--- src/hw/seq_step_cfg.svh ---
// Purpose: Offsets, field positions, reset values and timing for the step-action block.
// Assumes: 32-bit APB data, byte addresses on paddr[7:0].
// Notes: Definitions only.
`ifndef SEQ_STEP_CFG_SVH
`define SEQ_STEP_CFG_SVH
// ----------------------------------------
// Register offsets
// ----------------------------------------
`define OFF_CTRL 8'h00
`define OFF_REG_STEP 8'h04
`define OFF_REG_MODE 8'h08
`define OFF_PIN_RISE 8'h0C
`define OFF_PIN_FALL 8'h10
`define OFF_PIN_POL 8'h14
`define OFF_WAIT_TIME 8'h18
`define OFF_STATUS 8'h1C
`define OFF_OUTS 8'h20
// ----------------------------------------
// Fields
// ----------------------------------------
`define CTRL_DEF_SUP 0
`define CTRL_WAIT_MODE 1
`define CTRL_TO_EN 2
`define CTRL_FIRST_EN 3
`define CTRL_WSTEP_LSB 4
`define CTRL_GSTEP_LSB 8
`define CTRL_MAX_LSB 12
`define CTRL_GSEL_LSB 16
`define MODE_CONF_LSB 8
`define ST_WAITING 0
`define ST_FAULT 1
`define ST_EVENT 2
`define OUTS_SEL_LSB 8
`define OUTS_PIN_LSB 16
`define OUTS_GRP_LSB 24
`define CTRL_RST 32'h0000_F000
`define STEP_W 4
`define GRP_W 8
// ----------------------------------------
// Timing
// ----------------------------------------
`define PCLK_KHZ 10000
`define WAIT_TIMEOUT_MS 500
`define WAIT_TIMEOUT_CYCLES (`WAIT_TIMEOUT_MS * `PCLK_KHZ)
`endif

--- src/hw/seq_step_pkg.sv ---
// Purpose: Types shared by the step-action block and its bench.
// Assumes: Sixteen sequencer steps.
// Notes: Constants live in seq_step_cfg.svh.
package seq_step_pkg;
    typedef struct packed {
        logic valid;
        logic up;
        logic [3:0] index;
    } step_cmd_t;
    typedef enum logic [1:0] {WAIT_IDLE, WAIT_EVENT, WAIT_DELAY} wait_state_t;
endpackage

--- src/hw/sequencer_step_actions.sv ---
// Purpose: Step actions of the power sequencer: regulators, pins, wait step, group gate.
// Assumes: step_cmd pulses once per step reached; reset_mode and enter_low_power
//          come from logic on pclk.
// Notes: Registers on APB, zero wait states.
// What this block does
// - Regulator on counting up if auto or config set, off counting down if config clear
// - Many regulators may share one step
// - Up: enable if auto or config, select A
// - Down, config clear: disable, select A
// - Down, config set: stay on, select B
// - Default supplies on step 0 enable on low power
// - Step 0 otherwise acts like other steps
// - Default supply clear: step 0 does nothing
// - First linear regulator kept on in reset mode if CTRL_FIRST_EN, default supply and its config are set
// - Each pin has rise and fall steps
// - Pins inactive during reset mode
// - Pin actions only at steps above zero
// - Rise step: active up, inactive down
// - Fall step: inactive up, active down
// - Wait step holds until trigger event
// - Wait timeout: shutdown request, fault flag set
// - Wait step may be a programmed delay
// - Up past gate step enables group
// - Down below gate step disables group
// - Sixteen steps, evaluated in current direction
// - Pointer above maximum count is ignored
// - Power-down reuses pointers in reverse
//
// Local design decisions: the APB slave port and the address map.
`timescale 1ns/1ps
`include "seq_step_cfg.svh"
module sequencer_step_actions #(
    parameter int NUM_REG = 7,
    parameter int FIRST_LIN = 3,
    parameter int NUM_PIN = 5,
    parameter int TIMEOUT_CYCLES = `WAIT_TIMEOUT_CYCLES
) (
    // Clock and reset
    input wire logic pclk,
    input wire logic presetn,
    // APB slave
    input wire logic psel,
    input wire logic penable,
    input wire logic pwrite,
    input wire logic [7:0] paddr,
    input wire logic [31:0] pwdata,
    output logic [31:0] prdata,
    output logic pready,
    output logic pslverr,
    // Sequencer side
    input wire seq_step_pkg::step_cmd_t step_cmd,
    input wire logic reset_mode,
    input wire logic enter_low_power,
    output logic wait_hold,
    output logic shutdown_req,
    // Wait trigger pin
    input wire logic wait_trigger_input,
    // Controlled outputs
    output logic [NUM_REG-1:0] reg_enable,
    output logic [NUM_REG-1:0] reg_select_b,
    output logic [NUM_PIN-1:0] pin_level,
    output logic [`GRP_W-1:0] group_enable
);
    if (NUM_REG > 8 || NUM_REG < 1 || FIRST_LIN >= NUM_REG || NUM_PIN > 8 || NUM_PIN < 1
        || TIMEOUT_CYCLES < 2) begin : g_bad
        $error("sequencer_step_actions: unsupported parameters");
    end

    // ----------------------------------------
    // Registers
    // ----------------------------------------
    logic [31:0] ctrl_ff, reg_step_ff, reg_mode_ff, rise_ff, fall_ff, pol_ff, wait_time_ff;
    logic fault_ff, event_ff, shutdown_ff;
    logic [NUM_REG-1:0] en_ff, sel_ff;
    logic [NUM_PIN-1:0] act_ff;
    logic [`GRP_W-1:0] grp_ff;
    logic [31:0] cnt_ff;
    seq_step_pkg::wait_state_t wst_ff;
    logic sync1_ff, sync2_ff, sync3_ff;
    logic [31:0] rd_ff;

    wire logic wr = psel && penable && pwrite;
    wire logic def_sup = ctrl_ff[`CTRL_DEF_SUP];
    wire logic [3:0] max_cnt = ctrl_ff[`CTRL_MAX_LSB +: `STEP_W];
    wire logic [3:0] wait_step = ctrl_ff[`CTRL_WSTEP_LSB +: `STEP_W];
    wire logic [3:0] gate_step = ctrl_ff[`CTRL_GSTEP_LSB +: `STEP_W];
    wire logic [`GRP_W-1:0] gate_sel = ctrl_ff[`CTRL_GSEL_LSB +: `GRP_W];
    wire logic keep_first = def_sup && ctrl_ff[`CTRL_FIRST_EN]
        && reg_mode_ff[`MODE_CONF_LSB + FIRST_LIN];

    function automatic logic [3:0] ptr(input logic [31:0] w, input int i);
        ptr = w[i*`STEP_W +: `STEP_W];
    endfunction

    // Step zero is taken only when allowed; anything above the maximum is left alone.
    // The command and maximum are arguments so that continuous users follow their changes.
    function automatic logic hit(input seq_step_pkg::step_cmd_t c, input logic [3:0] mx,
            input logic [3:0] p, input logic allow0);
        hit = c.valid && p == c.index && p <= mx
            && (p != 4'h0 || allow0);
    endfunction

    function automatic logic known(input logic [7:0] a);
        known = a <= `OFF_OUTS && a[1:0] == 2'h0;
    endfunction

    // ----------------------------------------
    // APB
    // ----------------------------------------
    assign pready = 1'b1;
    assign pslverr = psel && penable && !known(paddr);
    assign prdata = rd_ff;

    // Read data is captured in the setup cycle so the access phase needs no wait.
    always_ff @(posedge pclk or negedge presetn) begin
        if (!presetn) begin
            rd_ff <= 32'h0000_0000;
        end else if (psel && !penable) begin
            case (paddr)
                `OFF_CTRL: rd_ff <= ctrl_ff;
                `OFF_REG_STEP: rd_ff <= reg_step_ff;
                `OFF_REG_MODE: rd_ff <= reg_mode_ff;
                `OFF_PIN_RISE: rd_ff <= rise_ff;
                `OFF_PIN_FALL: rd_ff <= fall_ff;
                `OFF_PIN_POL: rd_ff <= pol_ff;
                `OFF_WAIT_TIME: rd_ff <= wait_time_ff;
                `OFF_STATUS: begin
                    rd_ff <= 32'h0000_0000;
                    rd_ff[`ST_WAITING] <= wst_ff != seq_step_pkg::WAIT_IDLE;
                    rd_ff[`ST_FAULT] <= fault_ff;
                    rd_ff[`ST_EVENT] <= event_ff;
                end
                `OFF_OUTS: begin
                    rd_ff <= 32'h0000_0000;
                    rd_ff[0 +: NUM_REG] <= en_ff;
                    rd_ff[`OUTS_SEL_LSB +: NUM_REG] <= sel_ff;
                    rd_ff[`OUTS_PIN_LSB +: NUM_PIN] <= pin_level;
                    rd_ff[`OUTS_GRP_LSB +: `GRP_W] <= grp_ff;
                end
                default: rd_ff <= 32'h0000_0000;
            endcase
        end
    end

    always_ff @(posedge pclk or negedge presetn) begin
        if (!presetn) begin
            ctrl_ff <= `CTRL_RST;
            reg_step_ff <= 32'h0000_0000;
            reg_mode_ff <= 32'h0000_0000;
            rise_ff <= 32'h0000_0000;
            fall_ff <= 32'h0000_0000;
            pol_ff <= 32'h0000_0000;
            wait_time_ff <= 32'h0000_0000;
        end else if (wr) begin
            case (paddr)
                `OFF_CTRL: ctrl_ff <= pwdata;
                `OFF_REG_STEP: reg_step_ff <= pwdata;
                `OFF_REG_MODE: reg_mode_ff <= pwdata;
                `OFF_PIN_RISE: rise_ff <= pwdata;
                `OFF_PIN_FALL: fall_ff <= pwdata;
                `OFF_PIN_POL: pol_ff <= pwdata;
                `OFF_WAIT_TIME: wait_time_ff <= pwdata;
                default: ;
            endcase
        end
    end

    // ----------------------------------------
    // Regulators
    // ----------------------------------------
    assign reg_enable = en_ff;
    assign reg_select_b = sel_ff;

    always_ff @(posedge pclk or negedge presetn) begin
        if (!presetn) begin
            en_ff <= '0;
            sel_ff <= '0;
        end else if (reset_mode) begin
            en_ff <= '0;
            sel_ff <= '0;
            en_ff[FIRST_LIN] <= keep_first;
        end else begin
            for (int i = 0; i < NUM_REG; i++) begin
                if (hit(step_cmd, max_cnt, ptr(reg_step_ff, i), def_sup)) begin
                    if (step_cmd.up) begin
                        en_ff[i] <= reg_mode_ff[i] || reg_mode_ff[`MODE_CONF_LSB + i];
                        sel_ff[i] <= 1'b0;
                    end else begin
                        en_ff[i] <= reg_mode_ff[`MODE_CONF_LSB + i];
                        sel_ff[i] <= reg_mode_ff[`MODE_CONF_LSB + i];
                    end
                end else if (enter_low_power && def_sup && ptr(reg_step_ff, i) == 4'h0) begin
                    en_ff[i] <= 1'b1;
                    sel_ff[i] <= 1'b0;
                end
            end
        end
    end

    // ----------------------------------------
    // Output pins
    // ----------------------------------------
    // Level is kept as active/inactive so polarity changes never glitch the step state.
    always_ff @(posedge pclk or negedge presetn) begin
        if (!presetn) begin
            act_ff <= '0;
        end else if (reset_mode) begin
            act_ff <= '0;
        end else begin
            for (int i = 0; i < NUM_PIN; i++) begin
                if (hit(step_cmd, max_cnt, ptr(rise_ff, i), 1'b0)) begin
                    act_ff[i] <= step_cmd.up;
                end
                if (hit(step_cmd, max_cnt, ptr(fall_ff, i), 1'b0)) begin
                    act_ff[i] <= !step_cmd.up;
                end
            end
        end
    end

    assign pin_level = act_ff ~^ pol_ff[NUM_PIN-1:0];

    // ----------------------------------------
    // Wait trigger and wait step
    // ----------------------------------------
    always_ff @(posedge pclk or negedge presetn) begin
        if (!presetn) begin
            sync1_ff <= 1'b0;
            sync2_ff <= 1'b0;
            sync3_ff <= 1'b0;
        end else begin
            sync1_ff <= wait_trigger_input;
            sync2_ff <= sync1_ff;
            sync3_ff <= sync2_ff;
        end
    end

    wire logic trig_rise = sync2_ff && !sync3_ff;
    wire logic w1c = wr && paddr == `OFF_STATUS;

    // Software must clear the event before the next power-up, or the wait will not hold.
    always_ff @(posedge pclk or negedge presetn) begin
        if (!presetn) begin
            event_ff <= 1'b0;
        end else if (trig_rise) begin
            event_ff <= 1'b1;
        end else if (w1c && pwdata[`ST_EVENT]) begin
            event_ff <= 1'b0;
        end
    end

    wire logic enter_wait = hit(step_cmd, max_cnt, wait_step, 1'b0) && step_cmd.up;
    wire logic timed_out = wst_ff == seq_step_pkg::WAIT_EVENT && ctrl_ff[`CTRL_TO_EN]
        && cnt_ff == 32'(TIMEOUT_CYCLES - 1);

    always_ff @(posedge pclk or negedge presetn) begin
        if (!presetn) begin
            wst_ff <= seq_step_pkg::WAIT_IDLE;
        end else if (reset_mode) begin
            wst_ff <= seq_step_pkg::WAIT_IDLE;
        end else begin
            case (wst_ff)
                seq_step_pkg::WAIT_IDLE: begin
                    if (enter_wait) begin
                        wst_ff <= ctrl_ff[`CTRL_WAIT_MODE] ? seq_step_pkg::WAIT_DELAY
                            : seq_step_pkg::WAIT_EVENT;
                    end
                end
                seq_step_pkg::WAIT_EVENT: begin
                    if (event_ff || timed_out) begin
                        wst_ff <= seq_step_pkg::WAIT_IDLE;
                    end
                end
                seq_step_pkg::WAIT_DELAY: begin
                    if (cnt_ff >= wait_time_ff) begin
                        wst_ff <= seq_step_pkg::WAIT_IDLE;
                    end
                end
                default: wst_ff <= seq_step_pkg::WAIT_IDLE;
            endcase
        end
    end

    always_ff @(posedge pclk or negedge presetn) begin
        if (!presetn) begin
            cnt_ff <= 32'h0000_0000;
        end else if (wst_ff == seq_step_pkg::WAIT_IDLE) begin
            cnt_ff <= 32'h0000_0000;
        end else if (!(event_ff && wst_ff == seq_step_pkg::WAIT_EVENT)) begin
            cnt_ff <= cnt_ff + 32'h0000_0001;
        end
    end

    assign wait_hold = wst_ff != seq_step_pkg::WAIT_IDLE;

    always_ff @(posedge pclk or negedge presetn) begin
        if (!presetn) begin
            shutdown_ff <= 1'b0;
            fault_ff <= 1'b0;
        end else begin
            shutdown_ff <= timed_out;
            if (timed_out) begin
                fault_ff <= 1'b1;
            end else if (w1c && pwdata[`ST_FAULT]) begin
                fault_ff <= 1'b0;
            end
        end
    end

    assign shutdown_req = shutdown_ff;

    // ----------------------------------------
    // Group gate
    // ----------------------------------------
    always_ff @(posedge pclk or negedge presetn) begin
        if (!presetn) begin
            grp_ff <= '0;
        end else if (step_cmd.valid && gate_step <= max_cnt) begin
            if (step_cmd.up && step_cmd.index > gate_step) begin
                grp_ff <= grp_ff | gate_sel;
            end else if (!step_cmd.up && step_cmd.index < gate_step) begin
                grp_ff <= grp_ff & ~gate_sel;
            end
        end
    end

    assign group_enable = grp_ff;

    wire logic hit0 = hit(step_cmd, max_cnt, ptr(reg_step_ff, 0), def_sup) && !reset_mode;
    logic [NUM_REG-1:0] at_zero;
    always_comb begin
        at_zero = '0;
        for (int i = 0; i < NUM_REG; i++) begin
            at_zero[i] = ptr(reg_step_ff, i) == 4'h0;
        end
    end
endmodule

--- config.mk ---
export PLATFORM = sky130hd
export DESIGN_NAME = sequencer_step_actions
export DESIGN_NICKNAME = d
export VERILOG_FILES = /design/src/hw/seq_step_pkg.sv /design/src/hw/sequencer_step_actions.sv
export VERILOG_INCLUDE_DIRS = /design/src /design/src/hw
export SDC_FILE = /design/constraint.sdc
export NUM_CORES = 1
export LEC_CHECK = 0
export CAP_MARGIN = 20
export CORE_MARGIN = 5
export CORE_UTILIZATION = 60
export DETAILED_ROUTE_END_ITERATION = 8
export DONT_BUFFER_PORTS = 1
export PLACE_DENSITY = 0.78
export SYNTH_ARGS = -nofsm -noshare
export SYNTH_HDL_FRONTEND = slang
export SYNTH_SLANG_ARGS = --single-unit
--- constraint.sdc ---
create_clock -name pclk -period 3.4 [get_ports pclk]
set_input_delay 0.17 -clock pclk [delete_from_list [all_inputs] [get_ports pclk]]
set_output_delay 0.17 -clock pclk [all_outputs]
set_load 0.01 [all_outputs]
==> key figures, run 1 <==
Critical path
  – Slowest cell on the critical path: dlygate4sd3_1
  – Worst R2R Path Depth: 9
  – Worst Path Arrival: 3.43 ns
  – Worst Setup Start Kind: flop
  – CP Capture Type: flop
  – Critical path's most frequent cell: a21oi_1
  – Crit Path Max Fanout: 18
  – Largest stage delay, worst path: 0.55 ns
  – WS Path Type: reg2reg
  – CP Data Required Time: 3.87 ns
  – Worst-path cell chain: inv_1 -> buf_4 -> ha_1 -> a21oi_1 -> o21ai_0 -> a211o_1 -> or3b_2 -> a21oi_1 -> dlygate4sd3_1

Route
  – DRC viols: 0
  – Vias per Instance: 7.022
  – WL/cell: 28.51 µm
  – Routed via count: 14844
  – Final WL: 60.27 mm
  – Routed Antenna Nets: 0
  – Initial drt markers: 1584
  – DR pass1 iterations: 8

Floorplanning
  – Core Rows: 63
  – Placeable Area: 29800 µm²
  – Die area: 33840 µm²
  – # IOs: 117
  – Die Y: 184.0 µm
  – Die X: 184.0 µm
  – Starting Density: 60.94%

Yosys
  – Ys async rst share: 100.0%
  – Seq/Total Area, Yosys: 44.54%
  – Mapped Nets: 1824
  – Post-synth top flop: dfrtp_1
  – Syn_area_per_cell: 10.96 µm²
  – Number of enable flip-flop cells after synthesis: 0
  – Synthesized instance count: 1657
  – Distinct cells, synth: 65
  – Flops & latches, synth: 323
  – Area of the mapped netlist: 18160 µm²
  – Yosys warns: 0

Clock network
  – H-tree Lvls: 2
  – Resized Gates After CTS: 0
  – CTS Buffer Depth: 3
  – Clock Latency Late Sink: 0.55 ns
  – Clk sinks: 323
  – CTS Buf Count: 37
  – Worst-path clk slew: 0.06 ns
  – Hold buffers post-CTS: 40
  – Clock Tree Root: clkbuf_16
  – CTS tree: built

STA
  – Final setup fails: 0
  – Min Hold Slack: -0.6591 ns
  – Post-route minimum period: 2.961 ns
  – Post-route setup TNS: 0 ns
  – Slew HR: 6.489%
  – Max Clock Freq: 0.3378 GHz
  – Clock Skew: 0.02051 ns
  – Least-Margin Pin Slew: 1.403 ns
  – Fin. Hold Viols: 320
  – Final period util: 87.07%
  – Max-slew violations: 0
  – RSZ-0062 raised after global routing: no

Global routing
  – First-pass GRT wire length: 90.57 mm
  – All-Layer GR Usage: 35.01%
  – Vias in the first global route: 15047
  – Antenna violations before repair: 6
  – Largest net degree at the start of global routing: 324
  – Grt total ovfl: 0

Placed design
  – PortBufs: 0
  – Global placer's final weighted congestion: 0.9362
  – Post-DP HPWL: 39.56 mm

Finish
  – Area grow syn2layout: 11.88%
  – Share of cells above drive strength 1: 17.92%
  – Final core occ: 68.18%
  – Fillers: 2145
  – Nets: 1858

Power
  – Sw frac: 23.07%
  – Power Dens Cells: 426.6 nW/µm²
  – Clock power share: 49.6%
  – Peak supply drop: 462.9 µV
  – NetSw: 0.001999 W
  – Int Pwr: 0.006668 W
  – Comb power frac: 4.9%
  – Sequential cell fraction of total power: 45.6%
  – Lkg Pwr: 9.421 nW

Outcome
  – Failing checks: hold timing
  – Status: finished, violations left

Flow run
  – MaxCap Viol Count: 0

Hold path
  – Worst Hold Class: in2async
-- placed cells by master (no fill, tap or decap), types with 18 or more instances in the layout --
| cell type | synthesis | routed |
|---|---|---|
| dlygate4sd3_1 | 0 | 40 |
| dfrtp_1 | 319 | 319 |
| nand4_1 | 36 | 36 |
| nand3_1 | 35 | 34 |
| clkbuf_16 | 0 | 37 |
| inv_1 | 90 | 90 |
| ha_1 | 113 | 113 |
| nor3_1 | 22 | 22 |
| a22oi_1 | 34 | 34 |
| xor2_1 | 50 | 50 |
| a211oi_1 | 21 | 21 |
| a21oi_1 | 94 | 94 |
| nand2_1 | 89 | 89 |
| a221oi_1 | 24 | 24 |
| nor2_1 | 69 | 68 |
| mux2i_1 | 18 | 18 |
| buf_4 | 3 | 33 |
| o21ai_0 | 87 | 87 |
| mux2_2 | 177 | 177 |
| mux2_1 | 60 | 60 |
| xnor2_1 | 49 | 49 |
-- per-layer routing --
layer	track usage, %	routed length [µm]	vias to the layer above
li1	-	-	6178
met1	44.89	22500	7384
met2	52.17	26340	1002
met3	12.78	7716	278
met4	18.46	3697	2
met5	0	11	-
-- what timing repair did --
action	CTS	global route
setup endpoints to repair	0	0
setup buffers	0	0
hold endpoints to repair	580	323
-- cells in the mapped netlist, types with 22 or more instances --
cell	number	share of area, %
o21ai_0	87	2.4
a22oi_1	34	1.4
nand2_1	89	1.8
xor2_1	50	2.4
nand4_1	36	1.2
buf_2	42	1.2
ha_1	113	7.8
inv_1	90	1.9
dfrtp_1	319	44
nand3_1	35	0.96
xnor2_1	49	2.4
mux2_2	177	11
clkbuf_1	27	0.56
a21oi_1	94	2.6
nor3_1	22	0.61
a221oi_1	24	1.2
nor2_1	69	1.4
mux2_1	60	3.7
-- power by group through the flow --
stage | Combinational (W) | Sequential (W) | Clock, W
2_1_floorplan | 0.000285 | 0.00399 | 0
3_3_place_gp | 0.000290 | 0.00401 | 0
3_5_place_dp | 0.000305 | 0.00401 | 0
4_1_cts | 0.000402 | 0.00395 | 0.00430
5_1_grt | 0.000453 | 0.00395 | 0.00447
6_report | 0.000422 | 0.00395 | 0.00430
-- flip-flops by register name (all words and copies together) (netlist names), 2 cells and up, named ones only --
register and count:
reg_mode_ff 32, rise_ff 32, ctrl_ff 32, wait_time_ff 32, pol_ff 32, cnt_ff 32
act_ff 5, reg_enable 7, reg_step_ff 32, prdata 32, reg_select_b 7, fall_ff 32
wst_ff 2
-- worst max-delay path, delay by kind of cell, from the launching register on --
kind	cells	cell delay [ns]
AOI/OAI and AO/OA	4	0.69
adders and majority gates	1	0.36
and+or+nand+nor	1	0.45
buffers and inverters	3	0.85
DFF	1	0.54
-- path summary, 6_finish.rpt --
kind	endpoint	from	slack, ns
worst max-delay path	reg_select_b[2]	ctrl_ff[13]	0.44
worst min-delay path	prdata[14]	presetn	-0.66
worst max register to register	reg_select_b[2]	ctrl_ff[13]	0.44
max in group asynchronous	reg_step_ff[10]	presetn	2.93
worst min register to register	sync2_ff	sync1_ff	0.35
min in group pclk	act_ff[4]	step_cmd[5]	0
-- stage by stage --
stage	instances	total power [W]	worst slack (ns)	area (µm²)
2_1_floorplan	1657	0.004276	0.8450	18160
3_3_place_gp	2000	0.004302	0.8209	18550
3_5_place_dp	2000	0.004319	0.8072	18550
4_1_cts	2107	0.008644	0.4746	20250
5_1_grt	2111	0.008876	0.3219	20310
6_report	2114	0.008667	0.4395	20320
-- layout make-up --
| type | instances | area [µm²] | area share, % |
|---|---|---|---|
| inverters | 90 | 337.8 | 1.663 |
| flip-flops and latches | 323 | 8088 | 39.81 |
| clock buffers | 48 | 1017 | 5.007 |
| clock inverters | 19 | 280.3 | 1.380 |
| diodes | 5 | 12.51 | 0.06159 |
| repair buffers | 76 | 723.2 | 3.560 |
| well taps | 390 | 488.0 | 2.402 |
| multi-input cells | 1163 | 9369 | 46.12 |
-- logic make-up after synthesis --
group | Yosys count | share of synthesized area [%]
xor+xnor | 99 | 4.775
compound gates | 339 | 11.98
flops | 323 | 44.54
buf+inv | 171 | 4.010
fa+ha+maj | 113 | 7.786
mux | 262 | 16.56
simple gates | 349 | 10.34
other cells | 1 | 0.02065
No activity file was read; power rests on OpenSTA's default activity.
==> inputs of run 2 (changes only) <==
--- a/config.mk
+++ b/config.mk
@@ -7,11 +7,13 @@
 export NUM_CORES = 1
 export LEC_CHECK = 0
 export CAP_MARGIN = 20
+export CELL_PAD_IN_SITES_DETAIL_PLACEMENT = 1
+export CELL_PAD_IN_SITES_GLOBAL_PLACEMENT = 2
 export CORE_MARGIN = 5
-export CORE_UTILIZATION = 60
+export CORE_UTILIZATION = 43
 export DETAILED_ROUTE_END_ITERATION = 8
 export DONT_BUFFER_PORTS = 1
-export PLACE_DENSITY = 0.78
+export PLACE_DENSITY = 0.82
 export SYNTH_ARGS = -nofsm -noshare
 export SYNTH_HDL_FRONTEND = slang
 export SYNTH_SLANG_ARGS = --single-unit
==> constraint.sdc (replaced) <==
create_clock -name pclk -period 3.1 [get_ports pclk]
set_input_delay 0.155 -clock pclk [delete_from_list [all_inputs] [get_ports pclk]]
set_output_delay 0.155 -clock pclk [all_outputs]
set_load 0.01 [all_outputs]
==> key figures, run 2 (synthesis results as in run 1) <==
Global routing
  – Largest net degree at the start of global routing: 324 (unchanged)
  – All-Layer GR Usage: 29.82% (-5.2 points)
  – Grt total ovfl: 0 (unchanged)
  – First-pass GRT wire length: 104.4 mm (+15%)
  – Antenna violations before repair: 4 (-2)
  – Vias in the first global route: 15591 (+3.6%)

Critical path
  – Flop-to-flop setup slack: 0.04 ns (-0.40 ns)
  – RR Startpoint: ctrl_ff[12]
  – WS Path Type: reg2reg
  – Worst Path Arrival: 3.55 ns (+0.12 ns)
  – Worst R2R Path Depth: 9 (unchanged)
  – CP Capture Type: flop
  – Crit Path Max Fanout: 14 (-4)
  – Worst R2R End: reg_select_b[6]
  – Worst Setup Start Kind: flop
  – CP Data Required Time: 3.60 ns (-0.27 ns)

Route
  – Routed via count: 14750 (-0.63%)
  – DRC viols: 0 (unchanged)
  – WL/cell: 30.81 µm (+8.1%)
  – DR pass1 iterations: 6 (-2)
  – Vias per Instance: 6.452 (-8.1%)
  – Final WL: 70.43 mm (+17%)
  – Routed Antenna Nets: 0 (unchanged)
  – Initial drt markers: 1280 (-19%)

Clock network
  – Clock Latency Late Sink: 0.56 ns (about the same)
  – CTS Buffer Depth: 3 (unchanged)
  – CTS Buf Count: 39 (+5.4%)
  – H-tree Lvls: 2 (unchanged)
  – CTS tree: built
  – Worst-path clk slew: 0.06 ns (about the same)
  – Clk sinks: 323 (unchanged)
  – Clock Tree Root: clkbuf_16
  – Hold buffers post-CTS: 51 (+28%)

STA
  – Least-Margin Pin Slew: 1.070 ns (-0.3330 ns)
  – Min Hold Slack: -0.6681 ns (-0.008939 ns)
  – Slew HR: 28.46% (+22 points)
  – Final setup fails: 0 (unchanged)
  – Max-slew violations: 0 (unchanged)
  – Final period util: 98.62% (+12 points)
  – Max Clock Freq: 0.3271 GHz (-3.2%)
  – Post-route minimum period: 3.057 ns (+0.09668 ns)
  – RSZ-0062 raised after global routing: no
  – Fin. Hold Viols: 323 (+0.94%)
  – Post-route setup TNS: 0 ns (unchanged)
  – Clock Skew: 0.01544 ns (-0.005069 ns)

Floorplanning
  – Starting Density: 43.39% (-18 points)
  – Die X: 215.5 µm (+17%)
  – Die Y: 215.5 µm (+17%)
  – Core Rows: 75 (+19%)
  – Die area: 46440 µm² (+37%)
  – Placeable Area: 41850 µm² (+40%)
  – # IOs: 117 (unchanged)

Finish
  – Nets: 1883 (+1.3%)
  – Commonest non-fill, non-tap cell in the layout: dfrtp_1
  – Most frequent cells in the layout: 319 x dfrtp_1, 177 x mux2_2, 113 x ha_1, 94 x a21oi_1, 90 x inv_1
  – Fillers: 4462 (+110%)
  – Share of cells above drive strength 1: 18.68% (+0.76 points)
  – Area grow syn2layout: 14.08%

Power
  – Pwr Total: 0.009545 W (+10%)
  – Lkg Pwr: 9.551 nW (+1.4%)
  – Power Dens Cells: 460.7 nW/µm² (+8.0%)
  – Peak supply drop: 359.2 µV (-22%)

Placed design
  – PortBufs: 0 (unchanged)
  – Global placer's final weighted congestion: 0.8960 (-4.3%)
  – Post-DP HPWL: 47.01 mm (+19%)

Flow run
  – MaxCap Viol Count: 0 (unchanged)

Outcome
  – Failing checks: hold timing
  – Status: finished, violations left

Hold path
  – Worst Hold Class: in2async
run 2: area by class of cell:
| type | count | area [µm²] | share of cell area (%) |
|---|---|---|---|
| Tap cell | 539 | 674.4 | 3.255 |
| Multi-Input combinational cell | 1163 | 9393 | 45.34 |
| Antenna cell | 2 | 5.005 | 0.02416 |
| Timing Repair Buffer | 99 | 905.9 | 4.373 |
| Clock inverter | 11 | 120.1 | 0.5798 |
| Sequential cell | 323 | 8088 | 39.04 |
| Inverter | 90 | 337.8 | 1.631 |
| Clock buffer | 59 | 1192 | 5.756 |
run 2: what timing repair did:
| item | CTS | global route |
|---|---|---|
| endpoints found under the hold margin | 576 | 323 |
| resized for setup | 0 | 0 |
| buffers inserted | 0 | 0 |
run 2: per-stage QoR:
stage          std cells  cell area [µm²]  worst slack, ns  hold WS (ns)  utilization (%)
2_1_floorplan       1657            18160           0.5450       -0.1406                -
3_3_place_gp        2163            18880           0.6186       -0.1162            45.11
3_5_place_dp        2163            18880           0.5400       -0.1162            45.11
4_1_cts             2284            20710          0.09556       -0.7138            49.49
5_1_grt             2284            20710         0.002446       -0.6920            49.49
6_report            2286            20720          0.04279       -0.6681            49.50
run 2: layer usage:
layer | GRT usage (%) | share of wire, % | routed length, µm
met5 | 0 | 0.037 | 26
met4 | 13.46 | 5.3 | 3712
met3 | 8.857 | 9.3 | 6583
met2 | 47.21 | 46 | 32200
met1 | 37.94 | 40 | 27910
run 2: worst max-delay path, stage by stage, from the launching register on:
cell and delay [ns]:
dfstp_2 0.68, buf_4 0.36, ha_1 0.20, inv_1 0.04, a21oi_1 0.12, o21ai_0 0.11, a211o_1 0.33, or3b_2 0.45
a21oi_1 0.13, dlygate4sd3_1 0.56
run 2: worst max-delay path by stage:
stage	from	slack, ns	end	cells after the start
CTS	ctrl_ff[15]	0.1	reg_select_b[6]	9
detailed placement	ctrl_ff[14]	0.54	flop	8
floorplan	ctrl_ff[14]	0.55	flop	9
global route	ctrl_ff[15]	0.002	reg_select_b[6]	9
finish	ctrl_ff[12]	0.04	reg_select_b[6]	9
global placement	ctrl_ff[14]	0.62	flop	8
run 2: report_power, final:
group	total, W	switching (W)	internal (W)
sequential	0.00433	0.0000660	0.00427
combinational	0.000499	0.000286	0.000212
clock	0.00471	0.00189	0.00282
total	0.00954	0.00224	0.00730
==> inputs of run 3 (changes only) <==
--- a/config.mk
+++ b/config.mk
@@ -6,11 +6,12 @@
 export SDC_FILE = /design/constraint.sdc
 export NUM_CORES = 1
 export LEC_CHECK = 0
+export ABC_AREA = 1
 export CAP_MARGIN = 20
 export CELL_PAD_IN_SITES_DETAIL_PLACEMENT = 1
 export CELL_PAD_IN_SITES_GLOBAL_PLACEMENT = 2
 export CORE_MARGIN = 5
-export CORE_UTILIZATION = 43
+export CORE_UTILIZATION = 38
 export DETAILED_ROUTE_END_ITERATION = 8
 export DONT_BUFFER_PORTS = 1
 export PLACE_DENSITY = 0.82
==> key figures, run 3 <==
Critical path
  – CP Data Required Time: 3.54 ns (-0.06 ns)
  – Crit Path Max Fanout: 9 (-5)
  – Worst R2R End: act_ff[0]
  – CP Capture Type: flop
  – Worst Path Arrival: 3.28 ns (-0.27 ns)
  – Slowest cell on the critical path: dlygate4sd3_1
  – Largest stage delay, worst path: 0.56 ns (-0.12 ns)
  – Worst-path cell chain: inv_1 -> buf_4 -> ha_1 -> inv_1 -> nor2_1 -> o21ai_0 -> a32oi_1 -> nor3_1 -> nor2_1 -> nand2_1 -> nand3_1 -> dlygate4sd3_1
  – Worst R2R Path Depth: 12 (+3)
  – Worst Setup Start Kind: flop
  – WS Path Type: reg2reg
  – Flop-to-flop setup slack: 0.26 ns (+0.21 ns)
  – RR Startpoint: ctrl_ff[13]

Yosys
  – Seq/Total Area, Yosys: 43.88% (-0.66 points)
  – Flops & latches, synth: 323 (unchanged)
  – Yosys warns: 0 (unchanged)
  – Ranking of synthesized cells by area: dfrtp_1 43%, nand2_1 13%, o21ai_0 7.8%, ha_1 7.7%, inv_1 5.4%
  – Yosys top cell area share: 43.31% (-0.65 points)
  – Mapped Nets: 2537 (+39%)
  – Post-synth top flop: dfrtp_1
  – Biggest area consumer among synthesized cells: dfrtp_1
  – Post-synth top cells: 638 x nand2_1, 319 x dfrtp_1, 288 x o21ai_0
  – Number of enable flip-flop cells after synthesis: 0 (unchanged)
  – Ys async rst share: 100.0% (unchanged)
  – Top-count cell post-synth: nand2_1
  – Area of the mapped netlist: 18430 µm² (+1.5%)
  – Syn_area_per_cell: 7.776 µm² (-29%)
  – Distinct cells, synth: 55 (-15%)
  – Synthesized instance count: 2370 (+43%)

STA
  – Post-route setup TNS: 0 ns (unchanged)
  – Post-route minimum period: 2.844 ns (-0.2136 ns)
  – Fin. Hold Viols: 319 (-1.2%)
  – Final period util: 91.73% (-6.9 points)
  – Final setup fails: 0 (unchanged)
  – Slew HR: -1.259% (-30 points)
  – Max Clock Freq: 0.3517 GHz (+7.5%)
  – PnR worst setup slack: 0.2563 ns (+0.2136 ns)
  – Min Hold Slack: -0.7077 ns (-0.03963 ns)
  – RSZ-0062 raised after global routing: no
  – Max-slew violations: 44 (+44)
  – Least-Margin Pin Slew: 1.519 ns (+0.4493 ns)
  – Clock Skew: 0.01228 ns (-0.003157 ns)

Power
  – Comb power frac: 6.0% (+0.8 points)
  – Sequential cell fraction of total power: 44.3% (-1.1 points)
  – Lkg Pwr: 9.630 nW (+0.82%)
  – Sw frac: 24.42% (+0.92 points)
  – Peak supply drop: 340.5 µV (-5.2%)
  – Power Dens Cells: 473.0 nW/µm² (+2.7%)
  – Int Pwr: 0.007458 W (+2.1%)
  – Clock power share: 49.7% (+0.3 points)
  – NetSw: 0.002410 W (+7.4%)

Hold path
  – Worst Hold Class: in2async

Clock network
  – Clock Latency Late Sink: 0.56 ns (about the same)
  – Setup repair bufs after CTS: 0 (unchanged)
  – CTS Buf Count: 41 (+5.1%)
  – CTS tree: built
  – Resized Gates After CTS: 0 (unchanged)
  – CTS Buffer Depth: 3 (unchanged)
  – Clk sinks: 323 (unchanged)
  – Clock Tree Root: clkbuf_16
  – H-tree Lvls: 2 (unchanged)
  – Hold buffers post-CTS: 43 (-16%)
  – Worst-path clk slew: 0.06 ns (about the same)

Placed design
  – Placed Cells: 2924 (+35%)
  – PortBufs: 0 (unchanged)
  – Pre-CTS WS: 0.6264 ns (+0.08638 ns)
  – Global placer's final weighted congestion: 0.8833 (-1.4%)
  – Post-DP HPWL: 51.42 mm (+9.4%)

Finish
  – Area grow syn2layout: 13.20%
  – Nets: 2562 (+36%)
  – Non-filler cells, final: 3037 (+33%)
  – Commonest non-fill, non-tap cell in the layout: nand2_1
  – Final core occ: 43.60% (-5.9 points)
  – Share of cells above drive strength 1: 5.863% (-13 points)
  – Antenna diodes: 0 (-2)
  – Fillers: 5792 (+30%)
  – Most frequent cells in the layout: 638 x nand2_1, 319 x dfrtp_1, 288 x o21ai_0, 265 x inv_1, 129 x nor2_1

Route
  – Routed via count: 17251 (+17%)
  – Vias per Instance: 5.680 (-12%)
  – Final WL: 74.01 mm (+5.1%)
  – WL/cell: 24.37 µm (-21%)
  – DRC viols: 0 (unchanged)
  – Routed Antenna Nets: 0 (unchanged)
  – Initial drt markers: 1291 (+0.86%)
  – DR pass1 iterations: 5 (-1)

Flow run
  – MaxCap Viol Count: 0 (unchanged)

Global routing
  – Vias in the first global route: 17919 (+15%)
  – Antenna violations before repair: 0 (-4)
  – Grt total ovfl: 0 (unchanged)
  – First-pass GRT wire length: 111.8 mm (+7.1%)
  – Largest net degree at the start of global routing: 324 (unchanged)
  – All-Layer GR Usage: 27.50% (-2.3 points)

Floorplanning
  – # IOs: 117 (unchanged)
  – Placeable Area: 47850 µm² (+14%)
  – Core Rows: 80 (+6.7%)
  – Die Y: 230.2 µm (+6.8%)
  – Die area: 53010 µm² (+14%)
  – Die X: 230.2 µm (+6.8%)
  – Starting Density: 38.52% (-4.9 points)

Outcome
  – Status: finished, violations left
  – Failing checks: hold timing, slew limit
-- run 3: cell types whose count changed in the layout (fill, tap and decap cells not counted), moves of 34 or more --
cell     previous run  this run
mux2_1             60         0
nand3_1            34        68
o21ai_1             1        57
inv_1              90       265
nor2_1             68       129
nand2_1            86       638
o21ai_0            87       288
mux2_2            177         0
xor2_1             50        12
-- run 3: layout make-up --
type,count,area [µm²],area share (%)
inverter,276,1041,4.990
tap,615,769.5,3.688
clock buffer,61,1192,5.715
clock inverter,9,162.7,0.7797
multi-input combinational,1679,8896,42.64
timing repair buffer,74,713.2,3.418
sequential,323,8088,38.77
-- run 3: worst max path at each step --
| stage | startpoint | slack, ns | cells after the start | endpoint |
|---|---|---|---|---|
| 6_report | ctrl_ff[13] | 0.26 | 12 | act_ff[0] |
| 5_1_grt | ctrl_ff[15] | 0.06 | 12 | act_ff[0] |
| 4_1_cts | ctrl_ff[13] | 0.28 | 12 | act_ff[0] |
| 3_5_place_dp | ctrl_ff[15] | 0.63 | 9 | flop |
| 3_3_place_gp | ctrl_ff[15] | 0.76 | 12 | wst_ff[0] |
| 2_1_floorplan | ctrl_ff[15] | 1.0 | 11 | flop |
-- run 3: power groups by stage --
stage          combinational [W]  sequential, W  clock [W]
5_1_grt                 0.000657        0.00437    0.00519
4_1_cts                 0.000593        0.00437    0.00500
6_report                0.000593        0.00437    0.00491
3_5_place_dp            0.000539        0.00444          0
3_3_place_gp            0.000514        0.00444          0
2_1_floorplan           0.000368        0.00441          0
-- run 3: cells by family (layout without fill, tap and decap cells) --
group	after synthesis	in the layout	share of synthesized area (%)
simple gates	983	983	22.74
compound gates	553	553	16.42
buf+inv	368	420	7.889
flops	323	323	43.88
fa+ha+maj	113	113	7.671
xor+xnor	29	29	1.378
other cells	1	1	0.02035
-- run 3: through the flow --
| stage | total power [W] | instance area, µm² | hold slack [ns] |
|---|---|---|---|
| 2_1_floorplan | 0.004775 | 18430 | -0.1406 |
| 3_3_place_gp | 0.004954 | 19080 | -0.1223 |
| 3_5_place_dp | 0.004981 | 19080 | -0.1198 |
| 4_1_cts | 0.009960 | 20860 | -0.7274 |
| 5_1_grt | 0.01022 | 20860 | -0.7212 |
| 6_report | 0.009868 | 20860 | -0.7077 |
-- run 3: worst max-delay path: cells and delay by family (launching register included) --
kind | cells | cell delay [ns]
buffers and inverters | 4 | 1.11
DFF | 1 | 0.53
and+or+nand+nor | 5 | 0.51
adders and majority gates | 1 | 0.31
AOI/OAI and AO/OA | 2 | 0.26
-- run 3: metal layers --
layer | GRT usage (%) | share of wire, % | up-vias
met5 | 0 | 0 | -
met4 | 11.49 | 4.5 | 0
met3 | 4.725 | 5.5 | 152
met2 | 45.62 | 47 | 479
met1 | 35.72 | 43 | 8698
li1 | - | - | 7922
